$ cat config.mk
export PLATFORM = sky130hd
export DESIGN_NAME = ssp_top
export DESIGN_NICKNAME = d
export VERILOG_FILES = /design/src/verilog/ssp_pkg.sv /design/src/verilog/ssp_rate_gen.sv /design/src/verilog/ssp_top.sv
export VERILOG_INCLUDE_DIRS = /design/src /design/src/verilog
export SDC_FILE = /design/constraint.sdc
export NUM_CORES = 1
export LEC_CHECK = 0
export BUFFER_PORTS_ARGS = -buffer_cell sky130_fd_sc_hd__buf_4
export CELL_PAD_IN_SITES_DETAIL_PLACEMENT = 1
export CELL_PAD_IN_SITES_GLOBAL_PLACEMENT = 1
export CORE_MARGIN = 2
export CORE_UTILIZATION = 42
export CTS_CLUSTER_SIZE = 30
export DETAILED_ROUTE_END_ITERATION = 7
export PLACE_DENSITY = 0.88
export RECOVER_POWER = 100
export SLEW_MARGIN = 20
export SYNTH_ARGS = -nofsm -noshare
export SYNTH_HDL_FRONTEND = slang
export SYNTH_SLANG_ARGS = --single-unit
$ cat constraint.sdc
create_clock -name aclk -period 2.4 [get_ports aclk]
set_input_delay 0.12 -clock aclk [delete_from_list [all_inputs] [get_ports aclk]]
set_output_delay 0.12 -clock aclk [all_outputs]
set_load 0.01 [all_outputs]
$ cat src/verilog/ssp_regs.svh
// Register offsets, field positions, reset values and counts of the serial port.
`ifndef SSP_REGS_SVH
`define SSP_REGS_SVH
`define SSP_OFS_RCSTA  8'h00
`define SSP_OFS_RXBUF  8'h04
`define SSP_OFS_TXSTA  8'h08
`define SSP_OFS_BAUD   8'h0c
`define SSP_OFS_DIVH   8'h10
`define SSP_OFS_DIVL   8'h14
`define SSP_OFS_TXBUF  8'h18
`define SSP_OFS_FLAGS  8'h1c
`define SSP_RC_SERIAL_PORT_ENABLE    7
`define SSP_RC_RX9     6
`define SSP_RC_SINGLE_RECEIVE_ENABLE    5
`define SSP_RC_CONTINUOUS_RECEIVE_ENABLE    4
`define SSP_RC_OVERRUN_ERROR_FLAG    1
`define SSP_RC_RECEIVED_NINTH_BIT    0
`define SSP_TX_CLOCK_SOURCE_SELECT    7
`define SSP_TX_TX9     6
`define SSP_TX_TRANSMIT_ENABLE_BIT    5
`define SSP_TX_SYNC    4
`define SSP_TX_SHIFTER_EMPTY_FLAG    1
`define SSP_TX_TRANSMIT_NINTH_BIT    0
`define SSP_BD_CLOCK_IDLE_POLARITY    4
`define SSP_BD_WIDE    3
`define SSP_FL_RCIE    0
`define SSP_FL_TXIE    1
`define SSP_FL_RCIF    4
`define SSP_FL_TXIF    5
`define SSP_RCSTA_WMASK 8'hf0
`define SSP_TXSTA_WMASK 8'hf1
`define SSP_BAUD_WMASK  8'h18
`define SSP_FLAGS_WMASK 8'h03
`define SSP_BYTE_RST   8'h00
`define SSP_DIV_RST    16'h0000
`define SSP_CNT_ZERO   4'h0
`define SSP_BITS_8     4'h8
`define SSP_BITS_9     4'h9
`define SSP_RESP_OKAY  2'h0
`define SSP_RESP_SLV   2'h2
`endif

$ cat src/verilog/ssp_pkg.sv
// Types shared by the serial port design files.
package ssp_pkg;
   // Transmit shifter state: empty or shifting a word out.
   typedef enum logic {TXS_EMPTY, TXS_SHIFT} ssp_tx_st_t;
   // Width of the divider count.
   typedef logic [15:0] ssp_div_t;
endpackage : ssp_pkg

$ cat src/verilog/ssp_rate_gen.sv
// Shift clock rate generator producing one tick per divisor period.
`include "ssp_regs.svh"
module ssp_rate_gen
   import ssp_pkg::*;
(
   input  wire logic       aclk,    // System clock.
   input  wire logic       aresetn, // Synchronous reset, active low.
   input  wire logic       ce,      // Clock enable.
   input  wire logic       run,     // Count while high.
   input  wire logic       wide,    // Use the full 16-bit divisor.
   input  wire logic [7:0] div_hi,  // High divisor byte.
   input  wire logic [7:0] div_lo,  // Low divisor byte.
   output logic            tick     // One-cycle tick at the half period.
);
   ssp_div_t cnt_q;   // Down counter.
   ssp_div_t cnt_d;   // Next counter value.
   ssp_div_t div;     // Selected divisor.

   // Reload on idle so the first half period after start is a full one.
   always_comb begin
      div   = wide ? {div_hi, div_lo} : {8'h00, div_lo};
      cnt_d = cnt_q;
      tick  = 1'b0;
      if (!run) begin
         cnt_d = div;
      end else if (cnt_q == `SSP_DIV_RST) begin
         cnt_d = div;
         tick  = 1'b1;
      end else begin
         cnt_d = cnt_q - 16'h0001;
      end
   end

   // Counter register, frozen while the clock enable is low.
   always_ff @(posedge aclk) begin
      if (!aresetn) begin
         cnt_q <= `SSP_DIV_RST;
      end else if (ce) begin
         cnt_q <= cnt_d;
      end
   end
endmodule : ssp_rate_gen

$ cat src/verilog/ssp_top.sv
// Synchronous serial port: master and slave reception, slave transmission, AXI4-Lite registers.
//
// Chosen here: the placing of the registers and the AXI4-Lite register port.
`include "ssp_regs.svh"
module ssp_top
   import ssp_pkg::*;
(
   input  wire logic        aclk,      // System clock, 20 MHz.
   input  wire logic        aresetn,   // Synchronous reset, active low.
   input  wire logic        ce,        // Clock enable, freezes all state when low.
   input  wire logic [7:0]  awaddr,    // Write address.
   input  wire logic        awvalid,   // Write address valid.
   output logic             awready,   // Write address ready.
   input  wire logic [31:0] wdata,     // Write data.
   input  wire logic [3:0]  wstrb,     // Write byte strobes.
   input  wire logic        wvalid,    // Write data valid.
   output logic             wready,    // Write data ready.
   output logic [1:0]       bresp,     // Write response.
   output logic             bvalid,    // Write response valid.
   input  wire logic        bready,    // Write response ready.
   input  wire logic [7:0]  araddr,    // Read address.
   input  wire logic        arvalid,   // Read address valid.
   output logic             arready,   // Read address ready.
   output logic [31:0]      rdata,     // Read data.
   output logic [1:0]       rresp,     // Read response.
   output logic             rvalid,    // Read data valid.
   input  wire logic        rready,    // Read data ready.
   input  wire logic        ck_in,     // Shift clock pin level.
   output logic             ck_out,    // Shift clock pin drive value.
   output logic             ck_oe_n,   // Shift clock pin drive enable, low drives.
   input  wire logic        dt_in,     // Serial data pin level.
   output logic             dt_out,    // Serial data pin drive value.
   output logic             dt_oe_n,   // Serial data pin drive enable, low drives.
   input  wire logic        low_power, // Chip is in a low-power mode.
   output logic             irq,       // Interrupt request, level.
   output logic             wake       // Wake request during low power, level.
);
   // Bus side state.
   logic        aw_have_q, aw_have_d;   // Write address held.
   logic [7:0]  awa_q, awa_d;           // Held write address.
   logic        w_have_q, w_have_d;     // Write data held.
   logic [7:0]  wd_q, wd_d;             // Held low write byte.
   logic        wlane_q, wlane_d;       // Low byte lane strobe.
   logic        bvalid_q, bvalid_d;     // Response pending.
   logic [1:0]  bresp_q, bresp_d;       // Write response code.
   logic        awrdy_q, awrdy_d;       // Registered ready outputs.
   logic        wrdy_q, wrdy_d;
   logic        arrdy_q, arrdy_d;
   logic        rvalid_q, rvalid_d;     // Read data pending.
   logic [31:0] rdata_q, rdata_d;       // Read data.
   logic [1:0]  rresp_q, rresp_d;       // Read response code.
   logic        wr_fire, rd_fire;       // Register write and read this cycle.
   // Core state.
   logic [7:0]  rcsta_q, rcsta_d;       // Receive status and control.
   logic [7:0]  rxbuf_q, rxbuf_d;       // Receive buffer.
   logic [7:0]  txsta_q, txsta_d;       // Transmit status and control.
   logic [7:0]  baud_q, baud_d;         // Baud control.
   logic [7:0]  divh_q, divh_d;         // Divisor high byte.
   logic [7:0]  divl_q, divl_d;         // Divisor low byte.
   logic [7:0]  txbuf_q, txbuf_d;       // Transmit buffer.
   logic [1:0]  ie_q, ie_d;             // Receive and transmit interrupt enables.
   logic        rcif_q, rcif_d;         // Receive flag.
   logic        txif_q, txif_d;         // Transmit flag, high when buffer empty.
   logic [8:0]  rsr_q, rsr_d;           // Receive shift register.
   logic [3:0]  rcnt_q, rcnt_d;         // Received bit count.
   logic [8:0]  tsr_q, tsr_d;           // Transmit shifter.
   logic [3:0]  tcnt_q, tcnt_d;         // Bits left in shifter.
   ssp_tx_st_t  tst_q, tst_d;           // Shifter state.
   logic        ph_q, ph_d;             // Master clock phase, high mid-bit.
   logic        ck_m_q, ck_s_q, ck_p_q; // Clock pin synchroniser and history.
   logic        dt_m_q, dt_s_q;         // Data pin synchroniser.
   logic        ck_out_q, ck_oe_n_q, dt_out_q, dt_oe_n_q, irq_q, wake_q;
   logic        master, slave, rx_act, tx_ok, tick, samp, s_fall, rx_done, tx_load;

   // Bit count of a word for the selected width.
   function automatic logic [3:0] f_bits(input logic nine);
      f_bits = nine ? `SSP_BITS_9 : `SSP_BITS_8;
   endfunction : f_bits

   // True when the byte address names a register.
   function automatic logic f_hit(input logic [7:0] a);
      f_hit = (a[1:0] == 2'b00) && (a <= `SSP_OFS_FLAGS);
   endfunction : f_hit

   // Read multiplexer; reserved and unimplemented bits read as zero.
   function automatic logic [7:0] f_rd(input logic [7:0] a);
      case (a)
         `SSP_OFS_RCSTA: f_rd = rcsta_q;
         `SSP_OFS_RXBUF: f_rd = rxbuf_q;
         `SSP_OFS_TXSTA: f_rd = txsta_q | {6'h00, tst_q == TXS_EMPTY, 1'b0};
         `SSP_OFS_BAUD:  f_rd = baud_q;
         `SSP_OFS_DIVH:  f_rd = divh_q;
         `SSP_OFS_DIVL:  f_rd = divl_q;
         `SSP_OFS_TXBUF: f_rd = txbuf_q;
         `SSP_OFS_FLAGS: f_rd = {2'b00, txif_q, rcif_q, 2'b00, ie_q};
         default:        f_rd = `SSP_BYTE_RST;
      endcase
   endfunction : f_rd

   // Mode decode; the clock source bit picks master or slave.
   assign master = rcsta_q[`SSP_RC_SERIAL_PORT_ENABLE] & txsta_q[`SSP_TX_SYNC] & txsta_q[`SSP_TX_CLOCK_SOURCE_SELECT];
   assign slave  = rcsta_q[`SSP_RC_SERIAL_PORT_ENABLE] & txsta_q[`SSP_TX_SYNC] & ~txsta_q[`SSP_TX_CLOCK_SOURCE_SELECT];

   // Master rate; runs only while a reception is enabled or a half bit is open.
   ssp_rate_gen u_rate (
      .aclk    (aclk),
      .aresetn (aresetn),
      .ce      (ce),
      .run     (master & (rcsta_q[`SSP_RC_SINGLE_RECEIVE_ENABLE] | rcsta_q[`SSP_RC_CONTINUOUS_RECEIVE_ENABLE] | ph_q)),
      .wide    (baud_q[`SSP_BD_WIDE]),
      .div_hi  (divh_q),
      .div_lo  (divl_q),
      .tick    (tick)
   );

   // AXI4-Lite handshakes: address and data taken in either order.
   always_comb begin
      wr_fire  = aw_have_q & w_have_q & ~bvalid_q;
      rd_fire  = arvalid & arrdy_q;
      aw_have_d = aw_have_q;
      awa_d    = awa_q;
      w_have_d = w_have_q;
      wd_d     = wd_q;
      wlane_d  = wlane_q;
      bvalid_d = bvalid_q;
      bresp_d  = bresp_q;
      rvalid_d = rvalid_q;
      rdata_d  = rdata_q;
      rresp_d  = rresp_q;
      if (awvalid && awrdy_q) begin
         aw_have_d = 1'b1;
         awa_d     = awaddr;
      end
      if (wvalid && wrdy_q) begin
         w_have_d = 1'b1;
         wd_d     = wdata[7:0];
         wlane_d  = wstrb[0];
      end
      if (wr_fire) begin
         aw_have_d = 1'b0;
         w_have_d  = 1'b0;
         bvalid_d  = 1'b1;
         bresp_d   = f_hit(awa_q) ? `SSP_RESP_OKAY : `SSP_RESP_SLV;
      end else if (bvalid_q && bready) begin
         bvalid_d = 1'b0;
      end
      if (rd_fire) begin
         rvalid_d = 1'b1;
         rdata_d  = {24'h000000, f_rd(araddr)};
         rresp_d  = f_hit(araddr) ? `SSP_RESP_OKAY : `SSP_RESP_SLV;
      end else if (rvalid_q && rready) begin
         rvalid_d = 1'b0;
      end
      awrdy_d = ~aw_have_d & ~bvalid_d;
      wrdy_d  = ~w_have_d & ~bvalid_d;
      arrdy_d = ~rvalid_d;
   end

   // Bus registers.
   always_ff @(posedge aclk) begin
      if (!aresetn) begin
         aw_have_q <= 1'b0;
         awa_q     <= `SSP_BYTE_RST;
         w_have_q  <= 1'b0;
         wd_q      <= `SSP_BYTE_RST;
         wlane_q   <= 1'b0;
         bvalid_q  <= 1'b0;
         bresp_q   <= `SSP_RESP_OKAY;
         awrdy_q   <= 1'b0;
         wrdy_q    <= 1'b0;
         arrdy_q   <= 1'b0;
         rvalid_q  <= 1'b0;
         rdata_q   <= 32'h00000000;
         rresp_q   <= `SSP_RESP_OKAY;
      end else if (ce) begin
         aw_have_q <= aw_have_d;
         awa_q     <= awa_d;
         w_have_q  <= w_have_d;
         wd_q      <= wd_d;
         wlane_q   <= wlane_d;
         bvalid_q  <= bvalid_d;
         bresp_q   <= bresp_d;
         awrdy_q   <= awrdy_d;
         wrdy_q    <= wrdy_d;
         arrdy_q   <= arrdy_d;
         rvalid_q  <= rvalid_d;
         rdata_q   <= rdata_d;
         rresp_q   <= rresp_d;
      end
   end

   // Serial engine and register file. Slave timing comes only from the
   // clock pin, so nothing here waits on the system being awake.
   always_comb begin
      logic wr;
      wr       = wr_fire & wlane_q;
      rcsta_d  = rcsta_q;
      rxbuf_d  = rxbuf_q;
      txsta_d  = txsta_q;
      baud_d   = baud_q;
      divh_d   = divh_q;
      divl_d   = divl_q;
      txbuf_d  = txbuf_q;
      ie_d     = ie_q;
      rcif_d   = rcif_q;
      txif_d   = txif_q;
      rsr_d    = rsr_q;
      rcnt_d   = rcnt_q;
      tsr_d    = tsr_q;
      tcnt_d   = tcnt_q;
      tst_d    = tst_q;
      ph_d     = ph_q;
      rx_done  = 1'b0;
      tx_load  = 1'b0;
      // Falling edge of the external clock, normalised by the idle polarity.
      s_fall   = (ck_p_q ^ baud_q[`SSP_BD_CLOCK_IDLE_POLARITY]) & ~(ck_s_q ^ baud_q[`SSP_BD_CLOCK_IDLE_POLARITY]);
      // Single enable is ignored in slave mode.
      rx_act   = master ? (rcsta_q[`SSP_RC_SINGLE_RECEIVE_ENABLE] | rcsta_q[`SSP_RC_CONTINUOUS_RECEIVE_ENABLE])
                        : (slave & rcsta_q[`SSP_RC_CONTINUOUS_RECEIVE_ENABLE]);
      // Half duplex: transmission only in slave mode with reception off.
      tx_ok    = slave & txsta_q[`SSP_TX_TRANSMIT_ENABLE_BIT] & ~rx_act;
      if (master && tick) begin
         ph_d = ~ph_q;
      end
      samp = master ? (tick & ph_q) : (slave & s_fall);
      // Receive shifting, least significant bit first.
      if (!rx_act) begin
         rcnt_d = `SSP_CNT_ZERO;
      end else if (samp) begin
         rsr_d  = {dt_s_q, rsr_q[8:1]};
         rcnt_d = rcnt_q + 4'h1;
         if (rcnt_d == f_bits(rcsta_q[`SSP_RC_RX9])) begin
            rx_done = 1'b1;
            rcnt_d  = `SSP_CNT_ZERO;
         end
      end
      // Software writes; hardware events below take precedence.
      if (wr) begin
         case (awa_q)
            `SSP_OFS_RCSTA: begin
               rcsta_d = (rcsta_q & ~`SSP_RCSTA_WMASK) | (wd_q & `SSP_RCSTA_WMASK);
               if (!wd_q[`SSP_RC_CONTINUOUS_RECEIVE_ENABLE]) begin
                  rcsta_d[`SSP_RC_OVERRUN_ERROR_FLAG] = 1'b0;
               end
            end
            `SSP_OFS_TXSTA: txsta_d = wd_q & `SSP_TXSTA_WMASK;
            `SSP_OFS_BAUD:  baud_d  = wd_q & `SSP_BAUD_WMASK;
            `SSP_OFS_DIVH:  divh_d  = wd_q;
            `SSP_OFS_DIVL:  divl_d  = wd_q;
            `SSP_OFS_TXBUF: begin
               txbuf_d = wd_q;
               txif_d  = 1'b0;
            end
            `SSP_OFS_FLAGS: ie_d = wd_q[1:0];
            default: ;
         endcase
      end
      if (rd_fire && araddr == `SSP_OFS_RXBUF) begin
         rcif_d = 1'b0;
      end
      // Word complete: deliver it, or flag overrun and drop it.
      if (rx_done) begin
         if (rcif_q && rcsta_q[`SSP_RC_CONTINUOUS_RECEIVE_ENABLE]) begin
            rcsta_d[`SSP_RC_OVERRUN_ERROR_FLAG] = 1'b1;
         end else begin
            rxbuf_d = rcsta_q[`SSP_RC_RX9] ? rsr_d[7:0] : rsr_d[8:1];
            // Eight-bit words leave data bit seven in the top stage; keep it out of the field.
            rcsta_d[`SSP_RC_RECEIVED_NINTH_BIT] = rcsta_q[`SSP_RC_RX9] & rsr_d[8];
            rcif_d  = 1'b1;
         end
         if (!rcsta_q[`SSP_RC_CONTINUOUS_RECEIVE_ENABLE]) begin
            rcsta_d[`SSP_RC_SINGLE_RECEIVE_ENABLE] = 1'b0;
         end
      end
      // Transmit shifter, shifting on each falling edge from the peer.
      case (tst_q)
         TXS_EMPTY: begin
            if (tx_ok && !txif_q) begin
               tsr_d   = {txsta_q[`SSP_TX_TRANSMIT_NINTH_BIT], txbuf_q};
               tcnt_d  = f_bits(txsta_q[`SSP_TX_TX9]);
               tst_d   = TXS_SHIFT;
               txif_d  = 1'b1;
               tx_load = 1'b1;
            end
         end
         TXS_SHIFT: begin
            if (!tx_ok) begin
               tst_d = TXS_EMPTY;
            end else if (s_fall) begin
               tsr_d  = {1'b0, tsr_q[8:1]};
               tcnt_d = tcnt_q - 4'h1;
               if (tcnt_d == `SSP_CNT_ZERO) begin
                  tst_d = TXS_EMPTY;
               end
            end
         end
         default: tst_d = TXS_EMPTY;
      endcase
   end

   // Core registers and pin stages; the first synchroniser stage feeds only the second.
   always_ff @(posedge aclk) begin
      if (!aresetn) begin
         rcsta_q   <= `SSP_BYTE_RST;
         rxbuf_q   <= `SSP_BYTE_RST;
         txsta_q   <= `SSP_BYTE_RST;
         baud_q    <= `SSP_BYTE_RST;
         divh_q    <= `SSP_BYTE_RST;
         divl_q    <= `SSP_BYTE_RST;
         txbuf_q   <= `SSP_BYTE_RST;
         ie_q      <= 2'b00;
         rcif_q    <= 1'b0;
         txif_q    <= 1'b1;
         rsr_q     <= 9'h000;
         rcnt_q    <= `SSP_CNT_ZERO;
         tsr_q     <= 9'h000;
         tcnt_q    <= `SSP_CNT_ZERO;
         tst_q     <= TXS_EMPTY;
         ph_q      <= 1'b0;
         {ck_m_q, ck_s_q, ck_p_q, dt_m_q, dt_s_q} <= 5'h00;
         {ck_out_q, dt_out_q, irq_q, wake_q}      <= 4'h0;
         {ck_oe_n_q, dt_oe_n_q}                   <= 2'h3;
      end else if (ce) begin
         rcsta_q   <= rcsta_d;
         rxbuf_q   <= rxbuf_d;
         txsta_q   <= txsta_d;
         baud_q    <= baud_d;
         divh_q    <= divh_d;
         divl_q    <= divl_d;
         txbuf_q   <= txbuf_d;
         ie_q      <= ie_d;
         rcif_q    <= rcif_d;
         txif_q    <= txif_d;
         rsr_q     <= rsr_d;
         rcnt_q    <= rcnt_d;
         tsr_q     <= tsr_d;
         tcnt_q    <= tcnt_d;
         tst_q     <= tst_d;
         ph_q      <= ph_d;
         ck_m_q    <= ck_in;
         ck_s_q    <= ck_m_q;
         ck_p_q    <= ck_s_q;
         dt_m_q    <= dt_in;
         dt_s_q    <= dt_m_q;
         ck_out_q  <= ph_d ^ baud_d[`SSP_BD_CLOCK_IDLE_POLARITY];
         ck_oe_n_q <= ~(master);
         dt_out_q  <= tsr_d[0];
         dt_oe_n_q <= ~(tst_d == TXS_SHIFT);
         irq_q     <= (rcif_d & ie_d[`SSP_FL_RCIE]) | (txif_d & ie_d[`SSP_FL_TXIE]);
         wake_q    <= low_power & slave & txif_d & ie_d[`SSP_FL_TXIE];
      end
   end

   assign {awready, wready, arready} = {awrdy_q, wrdy_q, arrdy_q};
   assign {bvalid, bresp, rvalid, rdata, rresp} = {bvalid_q, bresp_q, rvalid_q, rdata_q, rresp_q};
   assign {ck_out, ck_oe_n, dt_out, dt_oe_n} = {ck_out_q, ck_oe_n_q, dt_out_q, dt_oe_n_q};
   assign {irq, wake} = {irq_q, wake_q};
endmodule : ssp_top

* Word-level counts from Yosys, hierarchy flattened
Index checks and enable logic that the tools add are counted.
** Storage, ports and cells
- Flip-flop bits (word level) :: 141
- Bits in latches :: 0
- RAM bits :: 0
- Memory bits (read-only) :: 0
- Input port bits :: 63
- Output and inout bits :: 47
- Memories kept :: 0
** Operators by class
- $add $sub $neg :: 3
- $mul :: 0
- Divide/modulo/power cells :: 0
- $lt $le $gt $ge :: 2
- Eq/ne operators :: 18
- Shift-type cells :: 0
- Multiplexer cells :: 62
- Bitwise logic cells :: 43
- Reductions and logical operators :: 30
** Operator list (count)
- $eq A8 B5 Y1 const B :: 8
- $pmux W8 S8 :: 1
- $mux W16 :: 3
- $mux W9 :: 5
- $mux W1 :: 34
- $eq A8 B4 Y1 const B :: 4
- $mux W4 :: 6
- $and A1 B1 Y1 :: 22
- $reduce_and A3 Y1 :: 7
- $pmux W9 S2 :: 1
- $le A8 B5 Y1 const B :: 2
- $logic_not A16 Y1 :: 1
- $logic_not A8 Y1 :: 2
- $sub A16 B1 Y16 const B :: 1
- $not A1 Y1 :: 13
- $mux W6 :: 2
- $logic_and A1 B1 Y1 :: 10
- $mux W2 :: 5
- $mux W5 :: 2
- $reduce_and A2 Y1 :: 5
- $eq A8 B3 Y1 const B :: 1
- $mux W8 :: 1
- $ne A2 B1 Y1 const B :: 4
- $or A4 B8 Y8 :: 1
- other kinds (12) :: 17

* Logic depth before layout (Yosys ltp)
Gate-level depths: netlist of the first run.
- Depth after elaboration :: 11
- Mapped depth :: 8
- Depth with buffers taken out :: 7

* Modules after synthesis
From an unflattened synthesis of the first run, not the netlist that was laid out.
** Second synthesis, totals
- Cell total of the unflattened synthesis :: 809
- Area, all modules :: 7014.2 um^2
** Modules (own cells, without submodules)
- ssp_top :: times used 1, cells an instance 667, area each 5896.9 um^2, seq. area each 2422.3 um^2
- ssp_rate_gen :: times used 1, cells an instance 142, area each 1117.3 um^2, seq. area each 320.3 um^2

* Least setup slack after synthesis of the first run
OpenSTA, ideal clock, no wires.
- Kind :: flip-flop to flip-flop
- From :: reg rcnt_q[0]
- To :: reg rcsta_q[0]
- Library setup time :: 0.072 ns
- Arrival :: 1.907 ns
- Required time :: 2.328 ns
- Slack :: 0.421 ns
- Stages on the path, launching flop included :: 8
- Path buffers :: 1
- Clock period less this slack :: 1.979 ns
- Cell sequence :: dfxtp_1 -> ha_1 -> xor2_1 -> or3_4 -> a211oi_2 -> and3_1 -> buf_6 -> mux2i_1
** Between the ends
- Longest elaborated chain between the ends :: 6
** RTL lines
- start: declaration :: line ssp_top.sv:65 : logic [3:0] rcnt_q, rcnt_d;
- start signal: assignment :: line ssp_top.sv:315 : rcnt_q <= `SSP_CNT_ZERO;
- start signal: assignment :: line ssp_top.sv:335 : rcnt_q <= rcnt_d;
- $add A4 B1 Y4 :: line ssp_top.sv:231 : rcnt_d = rcnt_q + 4'h1;
- $eq A4 B4 Y1 :: line ssp_top.sv:232 : if (rcnt_d == f_bits(rcsta_q[`SSP_RC_RX9])) begin
- $mux W1 :: line ssp_top.sv:232
- $mux W1 :: line ssp_top.sv:229 : end else if (samp) begin
- $mux W1 :: line ssp_top.sv:227 : if (!rx_act) begin
- $mux W2 :: line ssp_top.sv:262 : if (rx_done) begin
- end signal: assignment :: line ssp_top.sv:304 : rcsta_q <= `SSP_BYTE_RST;
- end signal: assignment :: line ssp_top.sv:324 : rcsta_q <= rcsta_d;
- end: declaration :: line ssp_top.sv:54 : logic [7:0] rcsta_q, rcsta_d;
No other way between the ends.
A chain may end at the register's enable or synchronous reset.

* Worst setup path after layout of the first run
Ends and elaborated chain as after synthesis.

==> impl_metrics.prom, run 1 <==
# TYPE chip_impl_metric gauge
chip_impl_info{name="run_status",value="finished, final reports clean"} 1
chip_impl_metric{name="ctsHtreeMaxLevel",unit=""} 4
chip_impl_info{name="yosysMostFrequentCell",value="sky130_fd_sc_hd__dfxtp_1"} 1
chip_impl_metric{name="clock.fmax",unit="MHz"} 444
chip_impl_metric{name="async_flop_share",unit="%"} 0
chip_impl_metric{name="yosys_register_bits",unit=""} 136
chip_impl_info{name="cts_tree",value="yes"} 1
chip_impl_info{name="critical_path_class",value="flip-flop to flip-flop"} 1
chip_impl_metric{name="grt_first_pass_wirelength",unit="um"} 35400
chip_impl_metric{name="largest_reg_flops",unit=""} 16
chip_impl_metric{name="cts.sinks",unit=""} 136
chip_impl_metric{name="timing_worst_slew_pin_value",unit="ps"} 958
chip_impl_info{name="reg.largest.list",value="u_rate.cnt_q: 16 flops, tsr_q: 9 flops"} 1
chip_impl_metric{name="io-pin-count",unit=""} 110
chip_impl_metric{name="cap_viol_max_count",unit=""} 0
chip_impl_metric{name="via_count",unit=""} 6481
chip_impl_metric{name="synthToLayoutAreaGrowth",unit="%"} 16.9
chip_impl_metric{name="clk_latency",unit="ps"} 430
chip_impl_metric{name="power_density_over_the_cells",unit="nW/um^2"} 619
chip_impl_metric{name="synth_sequential_area_ratio",unit="%"} 39.6
chip_impl_metric{name="post_route_cells_drive_above_1_share",unit="%"} 12.2
chip_impl_info{name="register_with_the_highest_flop_count",value="u_rate.cnt_q"} 1
chip_impl_metric{name="cts_post_setup_buffers_inserted",unit=""} 0
chip_impl_metric{name="critPathBufInv",unit=""} 0
chip_impl_metric{name="slew_headroom",unit="%"} 36.1
chip_impl_info{name="worst_setup_path_end_kind",value="flip-flop"} 1
chip_impl_metric{name="wirelength",unit="um"} 22400
chip_impl_metric{name="yosysUniqueCellTypes",unit=""} 74
chip_impl_info{name="synthTopCellsByCount",value="sky130_fd_sc_hd__dfxtp_1, sky130_fd_sc_hd__nand2_1, sky130_fd_sc_hd__a21oi_1, sky130_fd_sc_hd__nor2_1, sky130_fd_sc_hd__mux2i_1"} 1
chip_impl_metric{name="grt_antenna_before_repair",unit=""} 0
chip_impl_metric{name="floorplan.initialDensity",unit="%"} 43.1
chip_impl_metric{name="dp_hpwl",unit="um"} 14700
chip_impl_metric{name="antennaDiodeCount",unit=""} 0
chip_impl_metric{name="detailedRoute.firstPassIterationCount",unit=""} 5
chip_impl_metric{name="critPathArrivalTime",unit="ps"} 2600
chip_impl_metric{name="power_leakage",unit="nW"} 2.83
chip_impl_info{name="setup_repair_after_global_routing_missed_its_margin",value="no"} 1
chip_impl_metric{name="finish.net_count",unit=""} 949
chip_impl_metric{name="die_width",unit="um"} 132
chip_impl_metric{name="dieHeight",unit="um"} 132
chip_impl_metric{name="timing.critical_path.required",unit="ps"} 2740
chip_impl_metric{name="fin_hold_ws",unit="ps"} 10.6
chip_impl_info{name="cell_by_cell_listing_of_the_critical_path",value="ha_1, xor2_1, or3_4, a211oi_2, and3_1, mux2i_1"} 1
chip_impl_info{name="crit_family",value="simple AND/OR/NAND/NOR gates"} 1
chip_impl_info{name="synth_top_area_cell",value="sky130_fd_sc_hd__dfxtp_1"} 1
chip_impl_metric{name="totalNegativeSetupSlack",unit="ps"} 0
chip_impl_info{name="synth.area.top_cells",value="sky130_fd_sc_hd__dfxtp_1, sky130_fd_sc_hd__mux2i_1, sky130_fd_sc_hd__a21oi_1"} 1
chip_impl_metric{name="gp_routability_congestion",unit=""} 0.870
chip_impl_metric{name="crit_path_max_incr_delay",unit="ps"} 470
chip_impl_metric{name="initialDrtViolationCount",unit=""} 420
chip_impl_metric{name="drc_violations",unit=""} 0
chip_impl_metric{name="synth_warnings",unit=""} 0
chip_impl_metric{name="synth_cells",unit=""} 813
chip_impl_metric{name="num_cts_buffers",unit=""} 17
chip_impl_metric{name="io_buffers",unit=""} 56
chip_impl_metric{name="design.die.area",unit="um^2"} 17400
chip_impl_metric{name="critical_path_peak_fanout",unit=""} 10
chip_impl_metric{name="final_clock_skew",unit="ps"} 7.83
chip_impl_metric{name="setup_violation_total_in_the_final_timing_report",unit=""} 0
chip_impl_metric{name="stdcell_count",unit=""} 1107
chip_impl_metric{name="finalCriticalPeriod",unit="ps"} 2250
chip_impl_metric{name="synth_top_area_share",unit="%"} 39.6
chip_impl_info{name="crit_path_start_kind",value="flip-flop"} 1
chip_impl_metric{name="cts-root-to-sink-buffers",unit=""} 2
chip_impl_metric{name="grt_overflow",unit=""} 0
chip_impl_metric{name="drt-wirelength-per-cell",unit="um"} 20.2
chip_impl_metric{name="combined_area_of_all_synthesized_cells",unit="um^2"} 6870
chip_impl_info{name="cts_root_buffer",value="sky130_fd_sc_hd__clkbuf_16"} 1
chip_impl_metric{name="global_route.usage.total",unit="%"} 25.5
chip_impl_metric{name="coreArea",unit="um^2"} 15900
chip_impl_info{name="critical-path-slowest-cell",value="sky130_fd_sc_hd__and3_1"} 1
chip_impl_info{name="hp-class",value="input port to flip-flop"} 1
chip_impl_metric{name="grt_start_max_net_pins",unit=""} 45
chip_impl_metric{name="timing.final.hold_violations",unit=""} 0
chip_impl_metric{name="synthesis.area_per_instance",unit="um^2"} 8.45
chip_impl_metric{name="synth_edf_count",unit=""} 0
chip_impl_metric{name="placed_cells_incl_taps",unit=""} 1058
chip_impl_metric{name="route.antenna.remaining_nets",unit=""} 0
chip_impl_metric{name="final.period_utilization",unit="%"} 93.8
chip_impl_metric{name="max-vdd-ir-drop",unit="mV"} 0.601
chip_impl_info{name="yosys_most_used_dff",value="sky130_fd_sc_hd__dfxtp_1"} 1
chip_impl_metric{name="clk_transition_reported_paths",unit="ps"} 60
chip_impl_metric{name="number_of_rows_in_the_core_area",unit=""} 46
chip_impl_metric{name="drt-vias-per-instance",unit=""} 5.85
chip_impl_metric{name="final-max-slew-violation-count",unit=""} 0
chip_impl_metric{name="first_global_vias",unit=""} 6720
metrics by stage:
step	setup WS, ps	area, um^2	utilization (%)	total power, mW
after floorplan	421	6970	-	2.59
after global placement	297	7450	46.7	2.68
after detailed placement	209	7450	46.7	2.69
after CTS	163	8150	51.1	4.99
after global routing	29.7	8040	50.4	5.11
final	148	8040	50.4	4.98
routing by layer:
layer  up-vias  global-route usage (%)  part of all wire, %
met5         -                       0                    0
met4         0                    10.4                  2.9
met3        50                    5.69                  5.8
met2       221                    44.7                   50
met1      3184                    30.2                   41
li1       3026                       -                    -
cell type report:
type	count	area, um^2
timing repair buffer	105	734
inverter	9	35.0
clock inverter	4	22.5
fill	1923	7910
clock buffer	25	475
multi-input combinational	612	3780
sequential	136	2720
tap	216	270
worst reg2reg max path, stage by stage (launching register included):
cell and delay, ps:
sky130_fd_sc_hd__dfxtp_1 360, sky130_fd_sc_hd__ha_1 260, sky130_fd_sc_hd__xor2_1 170, sky130_fd_sc_hd__or3_4 410, sky130_fd_sc_hd__a211oi_2 230, sky130_fd_sc_hd__and3_1 470, sky130_fd_sc_hd__mux2i_1 280
final timing paths:
kind | slack (ps) | depth (start not counted) | end | start
hold / removal | 10 | 3 | wd_q[7] | wdata[7]
setup / recovery | 150 | 6 | rcsta_q[0] | rcnt_q[0]
hold reg to reg | 450 | 2 | rdata[6] | rdata[6]
setup reg to reg | 150 | 6 | rcsta_q[0] | rcnt_q[0]
repair_timing:
item,4_1_cts,5_1_grt
endpoints found under the hold margin,20,0
resized for setup,0,0
hold buffers,20,0
where the power goes:
group	internal (mW)	switching, mW	total [mW]
sequential	2.28	0.0315	2.31
combinational	0.131	0.227	0.358
clock	1.35	0.955	2.31
total	3.76	1.21	4.98
layout by cell type, fill, tap and decap left out, types with 4 or more instances in the layout:
master and n:
sky130_fd_sc_hd__dfxtp_1 136, sky130_fd_sc_hd__nand2_1 97, sky130_fd_sc_hd__a21oi_1 83, sky130_fd_sc_hd__nor2_1 75
sky130_fd_sc_hd__mux2i_1 59, sky130_fd_sc_hd__o21ai_0 58, sky130_fd_sc_hd__buf_4 56, sky130_fd_sc_hd__clkbuf_1 31
sky130_fd_sc_hd__nand3_1 27, sky130_fd_sc_hd__conb_1 26, sky130_fd_sc_hd__dlygate4sd3_1 20, sky130_fd_sc_hd__clkbuf_16 17
sky130_fd_sc_hd__a211oi_1 16, sky130_fd_sc_hd__nor3_1 13, sky130_fd_sc_hd__nand4_1 11, sky130_fd_sc_hd__o22ai_1 9
sky130_fd_sc_hd__inv_1 8, sky130_fd_sc_hd__a32o_1 8, sky130_fd_sc_hd__nand2b_1 7, sky130_fd_sc_hd__and3_1 6
sky130_fd_sc_hd__o211ai_1 6, sky130_fd_sc_hd__a21boi_0 6, sky130_fd_sc_hd__nor4_1 6, sky130_fd_sc_hd__o2111ai_1 5
sky130_fd_sc_hd__nor3b_1 5, sky130_fd_sc_hd__nand3b_1 5, sky130_fd_sc_hd__ha_1 5, sky130_fd_sc_hd__o21a_1 4
sky130_fd_sc_hd__clkinv_2 4, sky130_fd_sc_hd__clkbuf_2 4
cells by family after synthesis:
group	Yosys count	share of synthesized area, %
AOI/OAI and AO/OA	227	20.9
xor gates and xnor gates	7	1.11
adders and majority gates	5	0.910
buffers and inverters	90	6.72
DFF	136	39.6
muxes	63	9.74
other	1	0.0546
and+or+nand+nor	284	21.0
(Power assumes the default switching activity.)
==> run 2: changes to the inputs <==
- CORE_UTILIZATION: 42 -> 43
- PLACE_DENSITY: 0.88 -> 0.89
- SYNTH_HIERARCHICAL: unset -> 1
==> impl_metrics.prom, run 2 <==
# TYPE chip_impl_metric gauge
chip_impl_metric{name="first_global_vias",unit=""} 7519
chip_impl_metric{name="power_leakage",unit="nW"} 3.46
chip_impl_metric{name="setup_violation_total_in_the_final_timing_report",unit=""} 73
chip_impl_metric{name="total_power",unit="mW"} 5.39
chip_impl_metric{name="synth_top_area_share",unit="%"} 39.1
chip_impl_metric{name="power_density_over_the_cells",unit="nW/um^2"} 602
chip_impl_metric{name="cap_viol_max_count",unit=""} 1
chip_impl_metric{name="setup_slack_placement",unit="ps"} -519
chip_impl_metric{name="final-max-slew-violation-count",unit=""} 31
chip_impl_metric{name="reg2regPathDepth",unit=""} 11
chip_impl_info{name="critical_path_class",value="flip-flop to flip-flop"} 1
chip_impl_info{name="yosysMostFrequentCell",value="sky130_fd_sc_hd__dfxtp_1"} 1
chip_impl_metric{name="dp_hpwl",unit="um"} 15800
chip_impl_metric{name="via_count",unit=""} 7396
chip_impl_info{name="hold_path.startpoint",value="aresetn"} 1
chip_impl_metric{name="gp_routability_congestion",unit=""} 0.868
chip_impl_metric{name="final_clock_skew",unit="ps"} 20.4
chip_impl_metric{name="grt_antenna_before_repair",unit=""} 0
chip_impl_metric{name="max-vdd-ir-drop",unit="mV"} 0.530
chip_impl_metric{name="routedLengthMet1",unit="um"} 11100
chip_impl_info{name="register_with_the_highest_flop_count",value="u_rate/cnt_q"} 1
chip_impl_metric{name="num_cts_buffers",unit=""} 17
chip_impl_metric{name="synth_edf_count",unit=""} 0
chip_impl_info{name="synth.area.top_cells",value="sky130_fd_sc_hd__dfxtp_1, sky130_fd_sc_hd__mux2i_1, sky130_fd_sc_hd__nand2_1"} 1
chip_impl_info{name="yosys_most_used_dff",value="sky130_fd_sc_hd__dfxtp_1"} 1
chip_impl_metric{name="stdcell_count",unit=""} 1150
chip_impl_metric{name="critPathArrivalTime",unit="ps"} 3490
chip_impl_info{name="setup_repair_after_global_routing_missed_its_margin",value="yes"} 1
chip_impl_metric{name="initialDrtViolationCount",unit=""} 798
chip_impl_metric{name="io_buffers",unit=""} 56
chip_impl_metric{name="synth_warnings",unit=""} 6
chip_impl_info{name="failed_checks",value="capacitance limit, slew limit, setup timing"} 1
chip_impl_metric{name="synthesis.area_per_instance",unit="um^2"} 8.67
chip_impl_metric{name="dieHeight",unit="um"} 132
chip_impl_info{name="hp-class",value="input port to flip-flop"} 1
chip_impl_metric{name="grt_first_pass_wirelength",unit="um"} 44000
chip_impl_info{name="cts_tree",value="yes"} 1
chip_impl_metric{name="holdPathStages",unit=""} 2
chip_impl_metric{name="drt-wirelength-per-cell",unit="um"} 26.4
chip_impl_metric{name="grt_start_max_net_pins",unit=""} 88
chip_impl_metric{name="wl_met2",unit="um"} 14500
chip_impl_metric{name="grt_overflow",unit=""} 0
chip_impl_info{name="top_signal_layer_used",value="met4"} 1
chip_impl_metric{name="clock.fmax",unit="MHz"} 314
chip_impl_metric{name="fill_cells",unit=""} 1813
chip_impl_metric{name="drc_violations",unit=""} 0
chip_impl_info{name="min_to",value="ck_oe_n"} 1
chip_impl_metric{name="ctsHtreeMaxLevel",unit=""} 4
chip_impl_metric{name="wl_met3",unit="um"} 2570
chip_impl_info{name="crit_path_start_kind",value="flip-flop"} 1
chip_impl_metric{name="finalCriticalPeriod",unit="ps"} 3180
chip_impl_metric{name="clk_transition_reported_paths",unit="ps"} 60
chip_impl_metric{name="drt-vias-per-instance",unit=""} 6.43
chip_impl_metric{name="timing_worst_slew_pin_value",unit="ps"} 1520
chip_impl_metric{name="design.die.area",unit="um^2"} 17400
chip_impl_metric{name="yosysUniqueCellTypes",unit=""} 71
chip_impl_metric{name="global_route.usage.total",unit="%"} 32.6
chip_impl_metric{name="largest_reg_flops",unit=""} 16
chip_impl_metric{name="yosys_register_bits",unit=""} 137
chip_impl_metric{name="ff2ff_setup_slack",unit="ps"} -780
chip_impl_metric{name="post-route-worst-setup-slack",unit="ps"} -784
chip_impl_metric{name="combined_area_of_all_synthesized_cells",unit="um^2"} 7010
chip_impl_metric{name="wirelength",unit="um"} 30400
chip_impl_metric{name="cts-root-to-sink-buffers",unit=""} 2
chip_impl_metric{name="placed_cells_incl_taps",unit=""} 1085
chip_impl_metric{name="synth_sequential_area_ratio",unit="%"} 39.1
chip_impl_metric{name="coreArea",unit="um^2"} 15900
chip_impl_info{name="run_status",value="finished with violations"} 1
chip_impl_metric{name="multi_input_area",unit="um^2"} 4170
chip_impl_metric{name="floorplan.initialDensity",unit="%"} 44.0
chip_impl_info{name="layout.cells.most_common",value="sky130_fd_sc_hd__dfxtp_1"} 1
chip_impl_info{name="synthTopCellsByCount",value="sky130_fd_sc_hd__dfxtp_1, sky130_fd_sc_hd__nand2_1, sky130_fd_sc_hd__mux2i_1, sky130_fd_sc_hd__nor2_1, sky130_fd_sc_hd__nand3_1"} 1
chip_impl_info{name="cts_root_buffer",value="sky130_fd_sc_hd__clkbuf_16"} 1
chip_impl_metric{name="route.antenna.remaining_nets",unit=""} 0
chip_impl_metric{name="detailedRoute.firstPassIterationCount",unit=""} 5
chip_impl_metric{name="final.period_utilization",unit="%"} 133
chip_impl_metric{name="number_of_rows_in_the_core_area",unit=""} 46
chip_impl_metric{name="async_flop_share",unit="%"} 0
chip_impl_metric{name="io-pin-count",unit=""} 110
chip_impl_info{name="regToRegStartpoint",value="u_rate/cnt_q[8]"} 1
chip_impl_metric{name="final-seq-area",unit="um^2"} 2750
chip_impl_metric{name="slew_headroom",unit="%"} -1.38
chip_impl_metric{name="critical_path_peak_fanout",unit=""} 8
chip_impl_metric{name="synthToLayoutAreaGrowth",unit="%"} 27.8
chip_impl_metric{name="synth_cells",unit=""} 809
chip_impl_info{name="r2r_end",value="rxbuf_q[1]"} 1
chip_impl_metric{name="finish.net_count",unit=""} 990
chip_impl_metric{name="timing.final.hold_violations",unit=""} 0
chip_impl_info{name="synth_top_area_cell",value="sky130_fd_sc_hd__dfxtp_1"} 1
chip_impl_info{name="worst_setup_path_end_kind",value="flip-flop"} 1
chip_impl_metric{name="antennaDiodeCount",unit=""} 0
chip_impl_info{name="final_cell_mix",value="sky130_fd_sc_hd__dfxtp_1, sky130_fd_sc_hd__nand2_1, sky130_fd_sc_hd__buf_4"} 1
chip_impl_metric{name="timing.critical_path.required",unit="ps"} 2710
chip_impl_metric{name="die_width",unit="um"} 132
chip_impl_metric{name="finalCoreUtilization",unit="%"} 56.2
chip_impl_info{name="reg.largest.list",value="u_rate/cnt_q: 16 flops, rsr_q: 9 flops, tsr_q: 9 flops"} 1
chip_impl_metric{name="post_route_cells_drive_above_1_share",unit="%"} 20.6
chip_impl_metric{name="cts.sinks",unit=""} 137
chip_impl_metric{name="clk_latency",unit="ps"} 450
[run 2: cell types whose count changed after synthesis, sizes merged, moves of 7 or more]
cell    previous run  this run
nor2              75        49
inv                9        18
nor2b              2        33
o221ai             1         9
a21boi             6        39
o21ai             59        31
a211oi            18         6
or4                1         9
a22oi              0         8
nand4             12         5
o211a              0        10
a21oi             83        38
nand3             27        41
[run 2: logic make-up (layout without fill, tap and decap cells)]
family / count (synthesis) / count (layout) / share of synthesized area (%)
other: 1 / 26 / 0.0535
buffers and inverters: 95 / 195 / 7.24
XOR/XNOR: 7 / 7 / 0.874
AO/OA/AOI/OAI: 180 / 180 / 18.3
multiplexers: 67 / 67 / 10.0
flip-flops: 137 / 137 / 39.1
adder cells (fa/ha/maj): 5 / 5 / 0.892
AND/OR/NAND/NOR: 317 / 317 / 23.5
[run 2: area by class of cell]
cell class	instances	share of cell area [%]
clock buffer	22	5.18
clock inverter	9	1.10
inverter	18	0.754
multi-input combinational	602	46.5
sequential	137	30.6
tap	216	3.01
timing repair buffer	146	12.9
[run 2: routing by layer]
layer | up-vias | GRT usage (%)
li1 | 3091 | -
met1 | 3563 | 37.6
met2 | 540 | 56.3
met3 | 202 | 7.52
met4 | 0 | 16.8
met5 | - | 0
[run 2: per-stage QoR]
stage	hold WS, ps	TNS [ps]	cell area [um^2]
finish	35.4	-18340	8970
detailed placement	365	-11130	7840
CTS	1.85	-7710	8920
global route	35.7	-26940	8970
floorplan	256	-8700	7150
global placement	356	-9080	7840
[run 2: repair_timing]
action,CTS,global route
buffers inserted,6,8
hold buffers,20,0
hold endpoints to repair,20,0
pin swaps,18,16
setup endpoints to repair,27,44
cloned,2,1
gates resized for setup,50,19
[run 2: power by group]
part / internal, mW / switching [mW] / total, mW
Sequential: 2.30 / 0.0307 / 2.33
Clock: 1.57 / 1.06 / 2.63
Combinational: 0.169 / 0.263 / 0.432
[run 2: worst max path at each step]
| stage | depth (start not counted) | start | slack, ps | endpoint |
|---|---|---|---|---|
| 2_1_floorplan | 11 | u_rate/cnt_q[8] | -460 | rxbuf_q[1] |
| 3_3_place_gp | 8 | u_rate/cnt_q[10] | -430 | rxbuf_q[3] |
| 3_5_place_dp | 8 | u_rate/cnt_q[10] | -520 | rxbuf_q[0] |
| 4_1_cts | 11 | u_rate/cnt_q[8] | -350 | rcnt_q[0] |
| 5_1_grt | 11 | u_rate/cnt_q[10] | -810 | rxbuf_q[1] |
| 6_report | 11 | u_rate/cnt_q[8] | -780 | rxbuf_q[1] |
[run 2: worst max-delay path: stages, from the launching register on]
cell	delay, ps
sky130_fd_sc_hd__dfxtp_2	320
sky130_fd_sc_hd__or4_4	550
sky130_fd_sc_hd__nor4_4	330
sky130_fd_sc_hd__and3_4	250
sky130_fd_sc_hd__nand4_1	200
sky130_fd_sc_hd__nor4_4	250
sky130_fd_sc_hd__buf_4	170
sky130_fd_sc_hd__or2_4	160
sky130_fd_sc_hd__buf_6	120
sky130_fd_sc_hd__nand4_1	160
sky130_fd_sc_hd__buf_6	220
sky130_fd_sc_hd__o221ai_2	330
